File: config.mk
export PLATFORM = sky130hd
export DESIGN_NAME = sdc_adc_ctrl_flat
export DESIGN_NICKNAME = d
export VERILOG_FILES = /design/src/hw/sdc_pkg.sv /design/src/hw/sdc_link_if.sv /design/src/hw/sdc_sinc4.sv /design/src/hw/sdc_adc_ctrl.sv /design/src/flat_wrapper.sv
export SDC_FILE = /design/constraint.sdc
export NUM_CORES = 1
export LEC_CHECK = 0
export BUFFER_PORTS_ARGS = -buffer_cell sky130_fd_sc_hd__buf_2
export CAP_MARGIN = 5
export CORE_MARGIN = 4
export CORE_UTILIZATION = 55
export DETAILED_ROUTE_END_ITERATION = 10
export PLACE_DENSITY = 0.79
export RECOVER_POWER = 25
export REMOVE_ABC_BUFFERS = 1
export SYNTH_ARGS = -nofsm -noshare
export SYNTH_HDL_FRONTEND = slang
export SYNTH_HIERARCHICAL = 1
export SYNTH_SLANG_ARGS = --single-unit
File: constraint.sdc
create_clock -name sys_clk -period 8.1 [get_ports sys_clk]
set_input_delay 0.81 -clock sys_clk [delete_from_list [all_inputs] [get_ports sys_clk]]
set_output_delay 0.81 -clock sys_clk [all_outputs]
set_load 0.03 [all_outputs]
File: src/hw/sdc_pkg.sv
package sdc_pkg;

  // ----------------------------------------------------------------
  // clocking and decimation
  // ----------------------------------------------------------------
  localparam int SYS_CLK_HZ = 250_000_000;
  localparam int MOD_RATE_HZ = 1_536_000;
  // modulator bit period in system cycles, rounded down
  localparam int MOD_DIV_CYC = SYS_CLK_HZ / MOD_RATE_HZ;
  localparam int DIV_W = 8;
  localparam int SINC_ORDER = 4;
  localparam int OSR_HI = 8;
  localparam int OSR_LO = 4;
  localparam int OSR_CNT_W = 3;
  localparam int PRIME_CONV = 3;
  localparam int PRIME_W = 2;

  // ----------------------------------------------------------------
  // result format
  // ----------------------------------------------------------------
  localparam int RES_W = 12;
  localparam logic [RES_W-1:0] RES_MAX_HI = 12'hfff;
  localparam logic [RES_W-1:0] RES_MAX_LO = 12'h0ff;
  localparam logic [RES_W-1:0] RES_RST = 12'h000;

  // ----------------------------------------------------------------
  // control word fields
  // ----------------------------------------------------------------
  localparam int CTRL_W = 5;
  localparam int CTRL_MODE_LSB = 0;
  localparam int CTRL_RES8_BIT = 2;
  localparam int CTRL_START_BIT = 3;
  localparam int CTRL_STOP_BIT = 4;

  // ----------------------------------------------------------------
  // status word fields
  // ----------------------------------------------------------------
  localparam int STAT_W = 5;
  localparam int STAT_DONE_BIT = 0;
  localparam int STAT_BUSY_BIT = 1;
  localparam int STAT_MODE_LSB = 2;
  localparam int STAT_RES8_BIT = 4;

  // ----------------------------------------------------------------
  // controller register port
  // ----------------------------------------------------------------
  localparam int ADDR_W = 2;
  localparam int DATA_W = 16;
  localparam logic [ADDR_W-1:0] ADDR_CTRL = 2'h0;
  localparam logic [ADDR_W-1:0] ADDR_RESULT = 2'h1;

  typedef enum logic [1:0] {
    MODE_SINGLE = 2'b00,
    MODE_MULTI = 2'b01,
    MODE_CONT = 2'b10,
    MODE_TURBO = 2'b11
  } sdc_mode_type;

  typedef enum logic [1:0] {
    ST_STANDBY = 2'b00,
    ST_RUN = 2'b01,
    ST_HOLD = 2'b10,
    ST_GAP = 2'b11
  } sdc_state_type;

endpackage : sdc_pkg

File: src/hw/sdc_link_if.sv
`timescale 1ns/100ps
interface sdc_link_if;
  import sdc_pkg::*;

  // ----------------------------------------------------------------
  // controller to converter
  // ----------------------------------------------------------------
  logic ctl_wr;
  logic [CTRL_W-1:0] ctl_wdata;
  logic soc;
  logic res_rd;

  // ----------------------------------------------------------------
  // converter to controller
  // ----------------------------------------------------------------
  logic [RES_W-1:0] res_data;
  logic eoc;
  logic [STAT_W-1:0] stat;

  modport dev (
    input ctl_wr,
    input ctl_wdata,
    input soc,
    input res_rd,
    output res_data,
    output eoc,
    output stat
  );

  modport ctl (
    output ctl_wr,
    output ctl_wdata,
    output soc,
    output res_rd,
    input res_data,
    input eoc,
    input stat
  );
endinterface : sdc_link_if

File: src/hw/sdc_sinc4.sv
`timescale 1ns/100ps
module sdc_sinc4 import sdc_pkg::*; #(
  parameter int ACC_W = 16
) (
  input wire logic sys_clk,
  input wire logic srst,
  input wire logic clr,
  input wire logic bit_en,
  input wire logic bit_in,
  input wire logic res8,
  output logic [RES_W-1:0] out_q,
  output logic out_vld_q
);

  logic [ACC_W-1:0] acc_q [SINC_ORDER];
  logic [ACC_W-1:0] dly_q [SINC_ORDER];
  logic [ACC_W-1:0] diff [SINC_ORDER+1];
  logic [OSR_CNT_W-1:0] phase_q;
  logic [OSR_CNT_W-1:0] last_phase;
  logic [RES_W-1:0] top;
  logic dec_tick;

  // ----------------------------------------------------------------
  // decimation phase
  // ----------------------------------------------------------------
  // shorter ratio trades resolution for doubled rate
  assign last_phase = res8 ? OSR_CNT_W'(OSR_LO - 1)
                           : OSR_CNT_W'(OSR_HI - 1); // see [RQ12]
  assign dec_tick = bit_en & (phase_q == last_phase);

  always_ff @(posedge sys_clk) begin
    if (srst || clr) begin
      phase_q <= '0;
    end else if (dec_tick) begin
      phase_q <= '0;
    end else if (bit_en) begin
      phase_q <= phase_q + OSR_CNT_W'(1);
    end
  end

  // ----------------------------------------------------------------
  // integrator chain at bit rate
  // ----------------------------------------------------------------
  // bitstream in, parallel words out
  always_ff @(posedge sys_clk) begin
    if (srst || clr) begin
      for (int i = 0; i < SINC_ORDER; i++) begin
        acc_q[i] <= '0;
      end
    end else if (bit_en) begin
      acc_q[0] <= acc_q[0] + ACC_W'(bit_in); // see [RQ13]
      for (int i = 1; i < SINC_ORDER; i++) begin
        acc_q[i] <= acc_q[i] + acc_q[i-1]; // see [RQ14]
      end
    end
  end

  // ----------------------------------------------------------------
  // comb chain at output rate
  // ----------------------------------------------------------------
  // wrap-around arithmetic is exact as span fits ACC_W
  always_comb begin
    diff[0] = acc_q[SINC_ORDER-1];
    for (int i = 0; i < SINC_ORDER; i++) begin
      diff[i+1] = diff[i] - dly_q[i]; // see [RQ14]
    end
  end

  always_ff @(posedge sys_clk) begin
    if (srst || clr) begin
      for (int i = 0; i < SINC_ORDER; i++) begin
        dly_q[i] <= '0;
      end
    end else if (dec_tick) begin
      for (int i = 0; i < SINC_ORDER; i++) begin
        dly_q[i] <= diff[i];
      end
    end
  end

  // ----------------------------------------------------------------
  // output scaling
  // ----------------------------------------------------------------
  // full scale saturates at top, the largest code of the width
  assign top = res8 ? RES_MAX_LO : RES_MAX_HI;

  always_ff @(posedge sys_clk) begin
    if (srst || clr) begin
      out_q <= RES_RST;
      out_vld_q <= 1'b0;
    end else begin
      out_vld_q <= dec_tick;
      if (dec_tick) begin
        if (diff[SINC_ORDER] > ACC_W'(top)) begin
          out_q <= top;
        end else begin
          out_q <= diff[SINC_ORDER][RES_W-1:0];
        end
      end
    end
  end

endmodule : sdc_sinc4

File: src/hw/sdc_adc_ctrl.sv
// Operation
// [RQ1] four modes: single, multi, continuous, turbo
// [RQ2] start by control start bit or trigger
// [RQ3] completion sets status and raises done
// [RQ4] single: four conversions, result after fourth
// [RQ5] single: standby, back after result transfer
// [RQ6] continuous: three conversions priming latency
// [RQ7] continuous: further results without new trigger
// [RQ8] controller keeps input fixed in continuous
// [RQ9] multi: decimator reset and reprimed per sample
// [RQ10] multi: next sample starts by itself
// [RQ11] output depends on last four samples
// [RQ12] 12 bits at 192k, 8 at 384k
// [RQ13] modulator bitstream decimated into parallel words
// [RQ14] decimation filter is sinc to fourth
// [RQ15] trigger driven by clock or logic
// [RQ16] continuous runs with trigger unconnected
// [RQ17] done rises each conversion, usable as request
// [RQ18] completion seen by poll, interrupt or DMA
// [RQ19] result read clears status and done
// [RQ20] turbo: multi sequence, done every sample
//
// Implementation choices: the address map and the address-and-strobe port.
`timescale 1ns/100ps
module sdc_adc_ctrl import sdc_pkg::*; #(
  parameter int ACC_W = 16
) (
  input wire logic sys_clk,
  input wire logic srst,
  sdc_link_if.dev link,
  input wire logic mod_bit,
  output logic mod_en
);

  // ----------------------------------------------------------------
  // declarations
  // ----------------------------------------------------------------
  sdc_state_type state_q;
  sdc_mode_type mode_q;
  logic res8_q;
  logic [DIV_W-1:0] div_q;
  logic mod_tick;
  logic mod_en_q;
  logic [PRIME_W-1:0] prime_q;
  logic [RES_W-1:0] res_q;
  logic done_q;
  logic [RES_W-1:0] dec_out;
  logic dec_vld;
  logic dec_clr;
  logic start_req;
  logic stop_req;
  logic primed;
  logic take;
  logic turbo_restart;

  // ----------------------------------------------------------------
  // modulator bit clock
  // ----------------------------------------------------------------
  // one enable pulse per modulator bit period
  assign mod_tick = (div_q == DIV_W'(MOD_DIV_CYC - 1));

  always_ff @(posedge sys_clk) begin
    if (srst) begin
      div_q <= '0;
    end else if (mod_tick) begin
      div_q <= '0;
    end else begin
      div_q <= div_q + DIV_W'(1);
    end
  end

  // strobe to modulator; bit sampled while it is high
  always_ff @(posedge sys_clk) begin
    if (srst) begin
      mod_en_q <= 1'b0;
    end else begin
      mod_en_q <= mod_tick;
    end
  end

  assign mod_en = mod_en_q;

  // ----------------------------------------------------------------
  // control register
  // ----------------------------------------------------------------
  // start bit or trigger pulse, trigger may idle low
  assign start_req = (link.ctl_wr & link.ctl_wdata[CTRL_START_BIT])
                   | link.soc; // see [RQ2]
  assign stop_req = link.ctl_wr & link.ctl_wdata[CTRL_STOP_BIT];

  // mode and resolution, reloaded by every control write, start and stop writes included
  always_ff @(posedge sys_clk) begin
    if (srst) begin
      mode_q <= MODE_SINGLE;
      res8_q <= 1'b0;
    end else if (link.ctl_wr) begin
      mode_q <= sdc_mode_type'(
        link.ctl_wdata[CTRL_MODE_LSB +: 2]); // see [RQ1]
      res8_q <= link.ctl_wdata[CTRL_RES8_BIT]; // see [RQ12]
    end
  end

  // ----------------------------------------------------------------
  // decimator
  // ----------------------------------------------------------------
  // held clear whenever no sample is in progress
  assign dec_clr = stop_req
                 | (state_q == ST_STANDBY)
                 | (state_q == ST_HOLD)
                 | (state_q == ST_GAP) // see [RQ9]
                 | turbo_restart; // see [RQ20]

  sdc_sinc4 #(
    .ACC_W(ACC_W)
  ) u_sinc (
    .sys_clk(sys_clk),
    .srst(srst),
    .clr(dec_clr),
    .bit_en(mod_en_q),
    .bit_in(mod_bit),
    .res8(res8_q),
    .out_q(dec_out),
    .out_vld_q(dec_vld)
  );

  // ----------------------------------------------------------------
  // priming count
  // ----------------------------------------------------------------
  // first three words after a clear are discarded
  assign primed = (prime_q == PRIME_W'(PRIME_CONV)); // see [RQ11]
  assign take = (state_q == ST_RUN) & dec_vld & primed & ~stop_req;
  assign turbo_restart = take & (mode_q == MODE_TURBO);

  always_ff @(posedge sys_clk) begin
    if (srst || dec_clr) begin
      prime_q <= '0;
    end else if (dec_vld && !primed) begin
      prime_q <= prime_q + PRIME_W'(1); // see [RQ6]
    end
  end

  // ----------------------------------------------------------------
  // sequencer
  // ----------------------------------------------------------------
  // standby, running, waiting for read, reset gap
  always_ff @(posedge sys_clk) begin
    if (srst) begin
      state_q <= ST_STANDBY;
    end else if (stop_req) begin
      state_q <= ST_STANDBY;
    end else begin
      case (state_q)
        ST_STANDBY: begin
          if (start_req) begin // see [RQ16]
            state_q <= ST_RUN; // see [RQ5]
          end
        end
        ST_RUN: begin
          if (take) begin
            case (mode_q)
              MODE_SINGLE: begin
                state_q <= ST_HOLD; // see [RQ4]
              end
              MODE_MULTI: begin
                state_q <= ST_GAP; // see [RQ9]
              end
              default: begin
                state_q <= ST_RUN; // see [RQ7]
              end
            endcase
          end
        end
        ST_HOLD: begin
          if (link.res_rd) begin
            state_q <= ST_STANDBY; // see [RQ5]
          end
        end
        ST_GAP: begin
          if (mod_en_q) begin
            state_q <= ST_RUN; // see [RQ10]
          end
        end
        default: begin
          state_q <= ST_STANDBY;
        end
      endcase
    end
  end

  // ----------------------------------------------------------------
  // result and completion flag
  // ----------------------------------------------------------------
  // result word held until the next completed sample
  always_ff @(posedge sys_clk) begin
    if (srst) begin
      res_q <= RES_RST;
    end else if (take) begin
      res_q <= dec_out; // see [RQ3]
    end
  end

  // new result wins over a read in the same cycle
  always_ff @(posedge sys_clk) begin
    if (srst) begin
      done_q <= 1'b0;
    end else if (take) begin
      done_q <= 1'b1; // see [RQ17]
    end else if (link.res_rd) begin
      done_q <= 1'b0; // see [RQ19]
    end
  end

  // ----------------------------------------------------------------
  // link outputs
  // ----------------------------------------------------------------
  assign link.res_data = res_q;
  assign link.eoc = done_q; // see [RQ3]
  assign link.stat[STAT_DONE_BIT] = done_q; // see [RQ3]
  assign link.stat[STAT_BUSY_BIT] = (state_q != ST_STANDBY);
  assign link.stat[STAT_MODE_LSB +: 2] = mode_q;
  assign link.stat[STAT_RES8_BIT] = res8_q;

endmodule : sdc_adc_ctrl

File: src/flat_wrapper.sv
// flat-port wrapper written by rule: the top's interface ports become plain ports
module sdc_adc_ctrl_flat import sdc_pkg::*;
#(
  parameter int ACC_W = 16
)
  (sys_clk, srst, mod_bit, mod_en, link_ctl_wr, link_ctl_wdata, link_soc, link_res_rd, link_res_data, link_eoc, link_stat);
  sdc_link_if link_i ();
  input wire logic sys_clk;
  input wire logic srst;
  input wire logic mod_bit;
  output logic mod_en;
  input wire logic [$bits(link_i.ctl_wr)-1:0] link_ctl_wr;
  input wire logic [$bits(link_i.ctl_wdata)-1:0] link_ctl_wdata;
  input wire logic [$bits(link_i.soc)-1:0] link_soc;
  input wire logic [$bits(link_i.res_rd)-1:0] link_res_rd;
  output wire logic [$bits(link_i.res_data)-1:0] link_res_data;
  output wire logic [$bits(link_i.eoc)-1:0] link_eoc;
  output wire logic [$bits(link_i.stat)-1:0] link_stat;
  assign link_i.ctl_wr = link_ctl_wr;
  assign link_i.ctl_wdata = link_ctl_wdata;
  assign link_i.soc = link_soc;
  assign link_i.res_rd = link_res_rd;
  assign link_res_data = link_i.res_data;
  assign link_eoc = link_i.eoc;
  assign link_stat = link_i.stat;
  sdc_adc_ctrl #(.ACC_W(ACC_W)) u_core (.sys_clk(sys_clk), .srst(srst), .link(link_i), .mod_bit(mod_bit), .mod_en(mod_en));
endmodule
# After elaboration in Yosys (flattened, before gate mapping)

Memory sizes are Yosys's and may differ from the RTL's.
Index checks and enable logic that the tools add are counted.

Register bits after elaboration: 45
Memory bits (writable): 128
Input port bits: 11
Logic and storage cells: 96
Memories kept: 2

$add $sub $neg: 11
Magnitude comparators: 1
Eq/ne operators: 12
Mux-type cells: 27
Bitwise logic cells: 21
Reductions and logical operators: 11

Memory list:

| memory              | words | bits a word | rd ports | clocked after memory_dff | wr ports | line            | text |
|---|---|---|---|---|---|---|---|
| u_core.u_sinc.acc_q | 4     | 16          | 4        | 0                        | 4        | sdc_sinc4.sv:15 | `logic [ACC_W-1:0] acc_q [SINC_ORDER];` |
| u_core.u_sinc.dly_q | 4     | 16          | 4        | 0                        | 4        | sdc_sinc4.sv:16 | `logic [ACC_W-1:0] dly_q [SINC_ORDER];` |

Operators with widths:

| cell                                                             | count |
|---|---|
| 16-bit 2-to-1 mux                                                | 8 |
| 16-bit subtractor                                                | 4 |
| 16-bit adder                                                     | 3 |
| 12-bit 2-to-1 mux                                                | 2 |
| 16-bit by 1-bit adder with 16-bit output                         | 1 |
| 16-bit by 12-bit > comparator with 1-bit output                  | 1 |
| 1-bit bitwise OR                                                 | 13 |
| 1-bit 2-to-1 mux                                                 | 10 |
| 8-bit by 1-bit adder with 8-bit output (second input constant)   | 1 |
| 2-bit == test (second input constant)                            | 4 |
| 8-bit == test (second input constant)                            | 1 |
| 2-bit 2-to-1 mux                                                 | 4 |
| 2-bit one-hot mux with 4 select lines                            | 1 |
| 1-bit AND                                                        | 7 |
| 2-bit by 1-bit != test with 1-bit output (second input constant) | 3 |
| 2-bit OR reduction                                               | 3 |
| 2-bit by 1-bit == test with 1-bit output (second input constant) | 2 |
| 2-bit logical NOT                                                | 2 |
| 2-bit one-hot mux with 2 select lines                            | 1 |
| 4-bit AND reduction                                              | 1 |
| 2-bit nonzero test                                               | 2 |
| 3-bit by 1-bit adder with 3-bit output (second input constant)   | 1 |
| 3-bit == test                                                    | 1 |
| 3-bit 2-to-1 mux                                                 | 1 |
| other kinds (6)                                                  | 6 |

# Longest topological paths before layout

Word-level depth: 10
Depth in mapped cells: 35
Depth with buffers taken out: 35

# Modules after synthesis

Netlist, hierarchy kept.

Modules (own cells, without submodules):

| module       | times used | cells an instance | area each (sq um) | seq. area each (sq um) |
|---|---|---|---|---|
| sdc_sinc4    | 1          | 1064              | 10248.6           | 4164.0 |
| sdc_adc_ctrl | 1          | 127               | 1300.0            | 580.6 |

# Least setup slack after synthesis

Ideal clock, no wire load.

Path kind: register to register
From: memory u_core.u_sinc.acc_q[3][0]
To: register u_core.u_sinc.out_q[0]
Setup time: 0.143 ns
Data arrival time: 6.591 ns
Required time: 7.957 ns
Setup slack: 1.366 ns
Stages on the path, launching flop included: 34
Path through: edfxtp_1 -> inv_1 -> ha_1 -> fa_1 -> nor2b_1 -> o21ai_0 -> a21oi_1 -> o21ai_0 -> a21oi_1 -> nor2_1 -> ha_1 -> inv_1 -> a21oi_1 -> o21ai_0 -> and3_1 -> nor2_1 -> ha_1 -> and2_1 -> a311oi_1 -> o21ai_0 -> xor2_1 -> ha_1 -> a21o_1 -> a21o_1 -> xnor2_1 -> inv_1 -> ha_1 -> nand4b_1 -> or4_1 -> nor4_1 -> a31oi_1 -> a2111o_1 -> nor3_1 -> a311oi_1

RTL lines:

| what                 | line            | text |
|---|---|---|
| start, declared      | sdc_sinc4.sv:15 |  |
| end signal, assigned | sdc_sinc4.sv:95 | `out_q <= top;` |
| end signal, assigned | sdc_sinc4.sv:97 | `out_q <= diff[SINC_ORDER][RES_W-1:0];` |
| end, declared        | sdc_sinc4.sv:11 | `output logic [RES_W-1:0] out_q,` |

==> results.txt <==
----------------------------------------------------
[Yosys]
  Synth Area in Compound Gates ... ~14%
  Main combinational cell family by area after synthesis ... simple AND/OR/NAND/NOR gates
  Proportion of synthesized area in mux cells ... roughly 1.8%
  Post-synth design cell area ... around 0.012 sq mm
  Basic-gate share of the synthesized area counting and, or, nand and nor cells ... 17.5%
  Number of flops mapped to enable cells by yosys ... ~130
  Top-area cell type share of the netlist area ... between 30% and 40%
  Part of the Yosys area used for sequential elements ... between 40% and 50%
  Cell type contributing the most total cell area after synthesis ... sky130_fd_sc_hd__edfxtp_1
  Dominant cells by area after synthesis ... sky130_fd_sc_hd__edfxtp_1, sky130_fd_sc_hd__ha_1, sky130_fd_sc_hd__dfxtp_1, sky130_fd_sc_hd__nor2_1, sky130_fd_sc_hd__inv_1
  Number of instances in the synthesized netlist ... between 1k and 1.5k
  Proportion of synthesized flip-flops having asynchronous set or reset ... 0%
  Share of synthesized cell area in full adder, half adder and majority cells ... between 10% and 20%
  Xor-xnor portion of the synthesized cell area ... under 10%
  Most used flip-flop cell after synthesis ... sky130_fd_sc_hd__edfxtp_1
  Count of unique library cells instantiated by Yosys ... 63
  Yosys warning count ... 6
  Avg Synthesized Cell Area ... 9.70 sq um
  Total of flip-flops plus latches after synthesis ... around 170

[Critical path]
  Worst-path maximum fanout ... 6
  Delay of the slowest cell on the worst path ... between 0.4 and 0.5 ns
  Slowest stage cell on the critical path ... sky130_fd_sc_hd__fa_1
  Crit path arrival time ... 7.83 ns
  CP Launch Type ... flop
  Element type at the critical path end ... flop
  Worst endpoint required time ... around 8.4 ns
  Setup CP Type ... reg2reg
  Most frequent cell on the critical path ... sky130_fd_sc_hd__ha_1

[Placed design]
  Final HPWL from detailed placement ... approximately 15000 microns
  Setup slack after placement ... 0.474 ns
  Count of buffers from port buffering ... 29
  Placer's final routability congestion estimate ... about 0.85

[Clocking]
  Clock buffer count from CTS ... 17
  TritonCTS clock tree ... built
  Setup Buffers After CTS ... 0
  Skew-Pair Late Insertion Delay ... approximately 0.43 ns
  TritonCTS sink count ... about 170
  CTS hold repair buffers ... 0
  Number of buffers on the longest clock path ... 2
  Clock slew seen by the registers of the worst setup and hold paths ... ~0.070 ns
  H-tree levels ... 4
  Cell at the root of the clock tree ... sky130_fd_sc_hd__clkbuf_16

[Route]
  Number of design-rule violations left by the first detailed-router iteration ... a little over 400
  Average via count per standard cell ... roughly 5.6
  Number of nets with antenna violations after detailed routing ... 0
  Post-detailed-routing wire length ... between 20000 and 25000 microns
  Residual DRC ... 0
  First-pass iteration count of the detailed router ... 5
  Total number of vias ... approximately 8.4k
  Routed wire length per instance ... approximately 14 microns

[STA]
  Slew headroom ... -134%
  Slew Viols, Final ... between 60 and 70
  Final-report setup violation count ... 0
  Fmax ... about 130 MHz
  Final worst-path setup slack ... roughly 0.6 ns
  Unrepaired setup endpoints after global routing ... no
  Hold slack final ... roughly 0.47 ns
  Final count of hold timing violations ... 0
  Sum Neg Setup Slack ... 0 ns
  Fraction of the cycle the final worst path needs ... between 90% and 100%
  Final critical path time including I/O delays and setup ... 7.49 ns
  Actual slew at the worst max-slew pin ... 3.51 ns
  Post-route clock skew ... a little over 0.009 ns

[Final layout]
  Filler cell count ... 1670
  Most common cell after layout, fill and taps aside ... sky130_fd_sc_hd__nor2_1
  Post-synthesis to final-layout area growth ... 8.14%
  Most used cells in the layout excluding fill and tap cells ... sky130_fd_sc_hd__nor2_1, sky130_fd_sc_hd__edfxtp_1, sky130_fd_sc_hd__ha_1
  Diode count ... 0
  Post-layout utilization of the core ... slightly above 60%
  Final net count ... roughly 1.4k
  Layout cells sized above 1 ... 5.58%

[Die]
  Boundary pin count ... 30
  Starting density of the core ... a little under three fifths
  Width of the die ... 153 microns
  Die Footprint ... about 0.023 sq mm
  Y dimension of the die ... 153 microns
  Area inside the core boundary ... slightly above 0.02 sq mm
  Row cnt ... 52

[Worst hold path]
  Path category of the worst min-delay check ... reg2reg

[Global route]
  Global-route wire length before repair ... ~36000 microns
  Global-route usage over all layers ... roughly 18%
  Largest net degree at the start of global routing ... 67
  Aggregate global routing overflow ... 0
  Number of global-route vias before repair ... 8303
  Initial antenna violation count ... 0

[Job]
  Reported max-cap violation count ... 1

[Status]
  Run status ... finished with violations
  Violations in the final reports ... max-capacitance violations, max-slew violations

----------------------------------------------------
[critical path, delay by kind of cell (launching register included)]
kind                       cells  cell delay [ns]
xor gates and xnor gates       3             0.57
buffers and inverters          2             0.13
AOI/OAI and AO/OA             13             2.69
adders and majority gates      6             2.00
and+or+nand+nor                7             1.63
DFF                            1             0.36
[cells by family (layout without fill, tap and decap cells)]
family	Yosys count	in the layout
AND/OR/NAND/NOR	401	401
flip-flops	173	173
adder cells (fa/ha/maj)	126	126
multiplexers	21	21
buffers and inverters	135	180
AO/OA/AOI/OAI	243	243
XOR/XNOR	92	92
[flip-flops by register name, summed over array words and instances (netlist names)]
| register | count |
|---|---|
| u_core/mod_en | 1 |
| u_core/u_sinc/phase_q | 3 |
| u_core/res8_q | 1 |
| u_core/prime_q | 2 |
| u_core/u_sinc/out_q | 12 |
| u_core/link.eoc | 1 |
| u_core/u_sinc/out_vld_q | 1 |
| u_core/div_q | 8 |
| u_core/link.res_data | 12 |
| u_core/mode_q | 2 |
| u_core/state_q | 2 |
| u_core/u_sinc/acc_q | 64 |
| u_core/u_sinc/dly_q | 64 |
[cell usage after synthesis, types with 4 or more instances]
| library cell | number |
|---|---|
| sky130_fd_sc_hd__o311ai_1 | 4 |
| sky130_fd_sc_hd__nand2_1 | 54 |
| sky130_fd_sc_hd__nor4_1 | 5 |
| sky130_fd_sc_hd__a41oi_1 | 4 |
| sky130_fd_sc_hd__a211oi_1 | 5 |
| sky130_fd_sc_hd__edfxtp_1 | 128 |
| sky130_fd_sc_hd__and2_1 | 55 |
| sky130_fd_sc_hd__clkbuf_1 | 16 |
| sky130_fd_sc_hd__o31ai_1 | 5 |
| sky130_fd_sc_hd__nand4_1 | 6 |
| sky130_fd_sc_hd__nor2_1 | 132 |
| sky130_fd_sc_hd__nand2b_1 | 12 |
| sky130_fd_sc_hd__or4_1 | 4 |
| sky130_fd_sc_hd__or3_1 | 7 |
| sky130_fd_sc_hd__a2111o_1 | 5 |
| sky130_fd_sc_hd__a31oi_1 | 11 |
| sky130_fd_sc_hd__nor2_2 | 6 |
| sky130_fd_sc_hd__dfxtp_1 | 45 |
| sky130_fd_sc_hd__mux2i_1 | 20 |
| sky130_fd_sc_hd__o41ai_1 | 4 |
| sky130_fd_sc_hd__nand4b_1 | 4 |
| sky130_fd_sc_hd__or2_2 | 4 |
| sky130_fd_sc_hd__a21o_1 | 29 |
| sky130_fd_sc_hd__inv_1 | 113 |
| sky130_fd_sc_hd__nand3_1 | 24 |
| sky130_fd_sc_hd__o31a_1 | 5 |
| sky130_fd_sc_hd__ha_1 | 119 |
| sky130_fd_sc_hd__o211ai_1 | 8 |
| sky130_fd_sc_hd__o21a_1 | 16 |
| sky130_fd_sc_hd__a21oi_1 | 64 |
| sky130_fd_sc_hd__o21ai_0 | 56 |
| sky130_fd_sc_hd__nor3_1 | 34 |
| sky130_fd_sc_hd__xnor2_1 | 44 |
| sky130_fd_sc_hd__a21boi_0 | 5 |
| sky130_fd_sc_hd__xor2_1 | 46 |
| sky130_fd_sc_hd__nor2b_1 | 17 |
| sky130_fd_sc_hd__and3_1 | 30 |
| sky130_fd_sc_hd__fa_1 | 7 |
[metal layers]
metal	share of wire (%)	GRT usage [%]	up-vias
met5	0	0	-
met4	2.1	6.75	0
met3	2.6	3.11	35
met2	50	32.8	130
met1	45	21.9	3976
li1	-	-	4304
[per-stage QoR]
stage,std cells,area (sq um)
after floorplan,1169,11400
after global placement,1474,12000
after detailed placement,1474,12000
after CTS,1506,12500
after global routing,1506,12500
final,1506,12500
[what timing repair did]
| action | CTS | global route |
|---|---|---|
| endpoints found under the hold margin | 0 | 0 |
| setup endpoints to repair | 0 | 10 |
| resized for setup | 0 | 3 |
[worst paths after layout]
check	cells after the start	endpoint	from	slack, ns
worst min register to register	2	u_core/u_sinc/out_q[8]	u_core/u_sinc/out_q[8]	0.47
worst max register to register	31	u_core/u_sinc/out_q[9]	u_core/u_sinc/acc_q[3][0]	0.61
worst max-delay path	31	u_core/u_sinc/out_q[9]	u_core/u_sinc/acc_q[3][0]	0.61
worst min-delay path	2	u_core/u_sinc/out_q[8]	u_core/u_sinc/out_q[8]	0.47
[cell type report]
cell class	count	area [sq um]	area share (%)
clock buffers	17	425	3.41
well taps	270	338	2.71
repair buffers	35	156	1.25
clock inverters	15	134	1.07
multi-input cells	883	6270	50.2
inverters	113	424	3.40
flip-flops and latches	173	4740	38.0
Power is not shown: default switching activity piles up to over one toggle a cycle in this logic, so the estimate is an artifact.
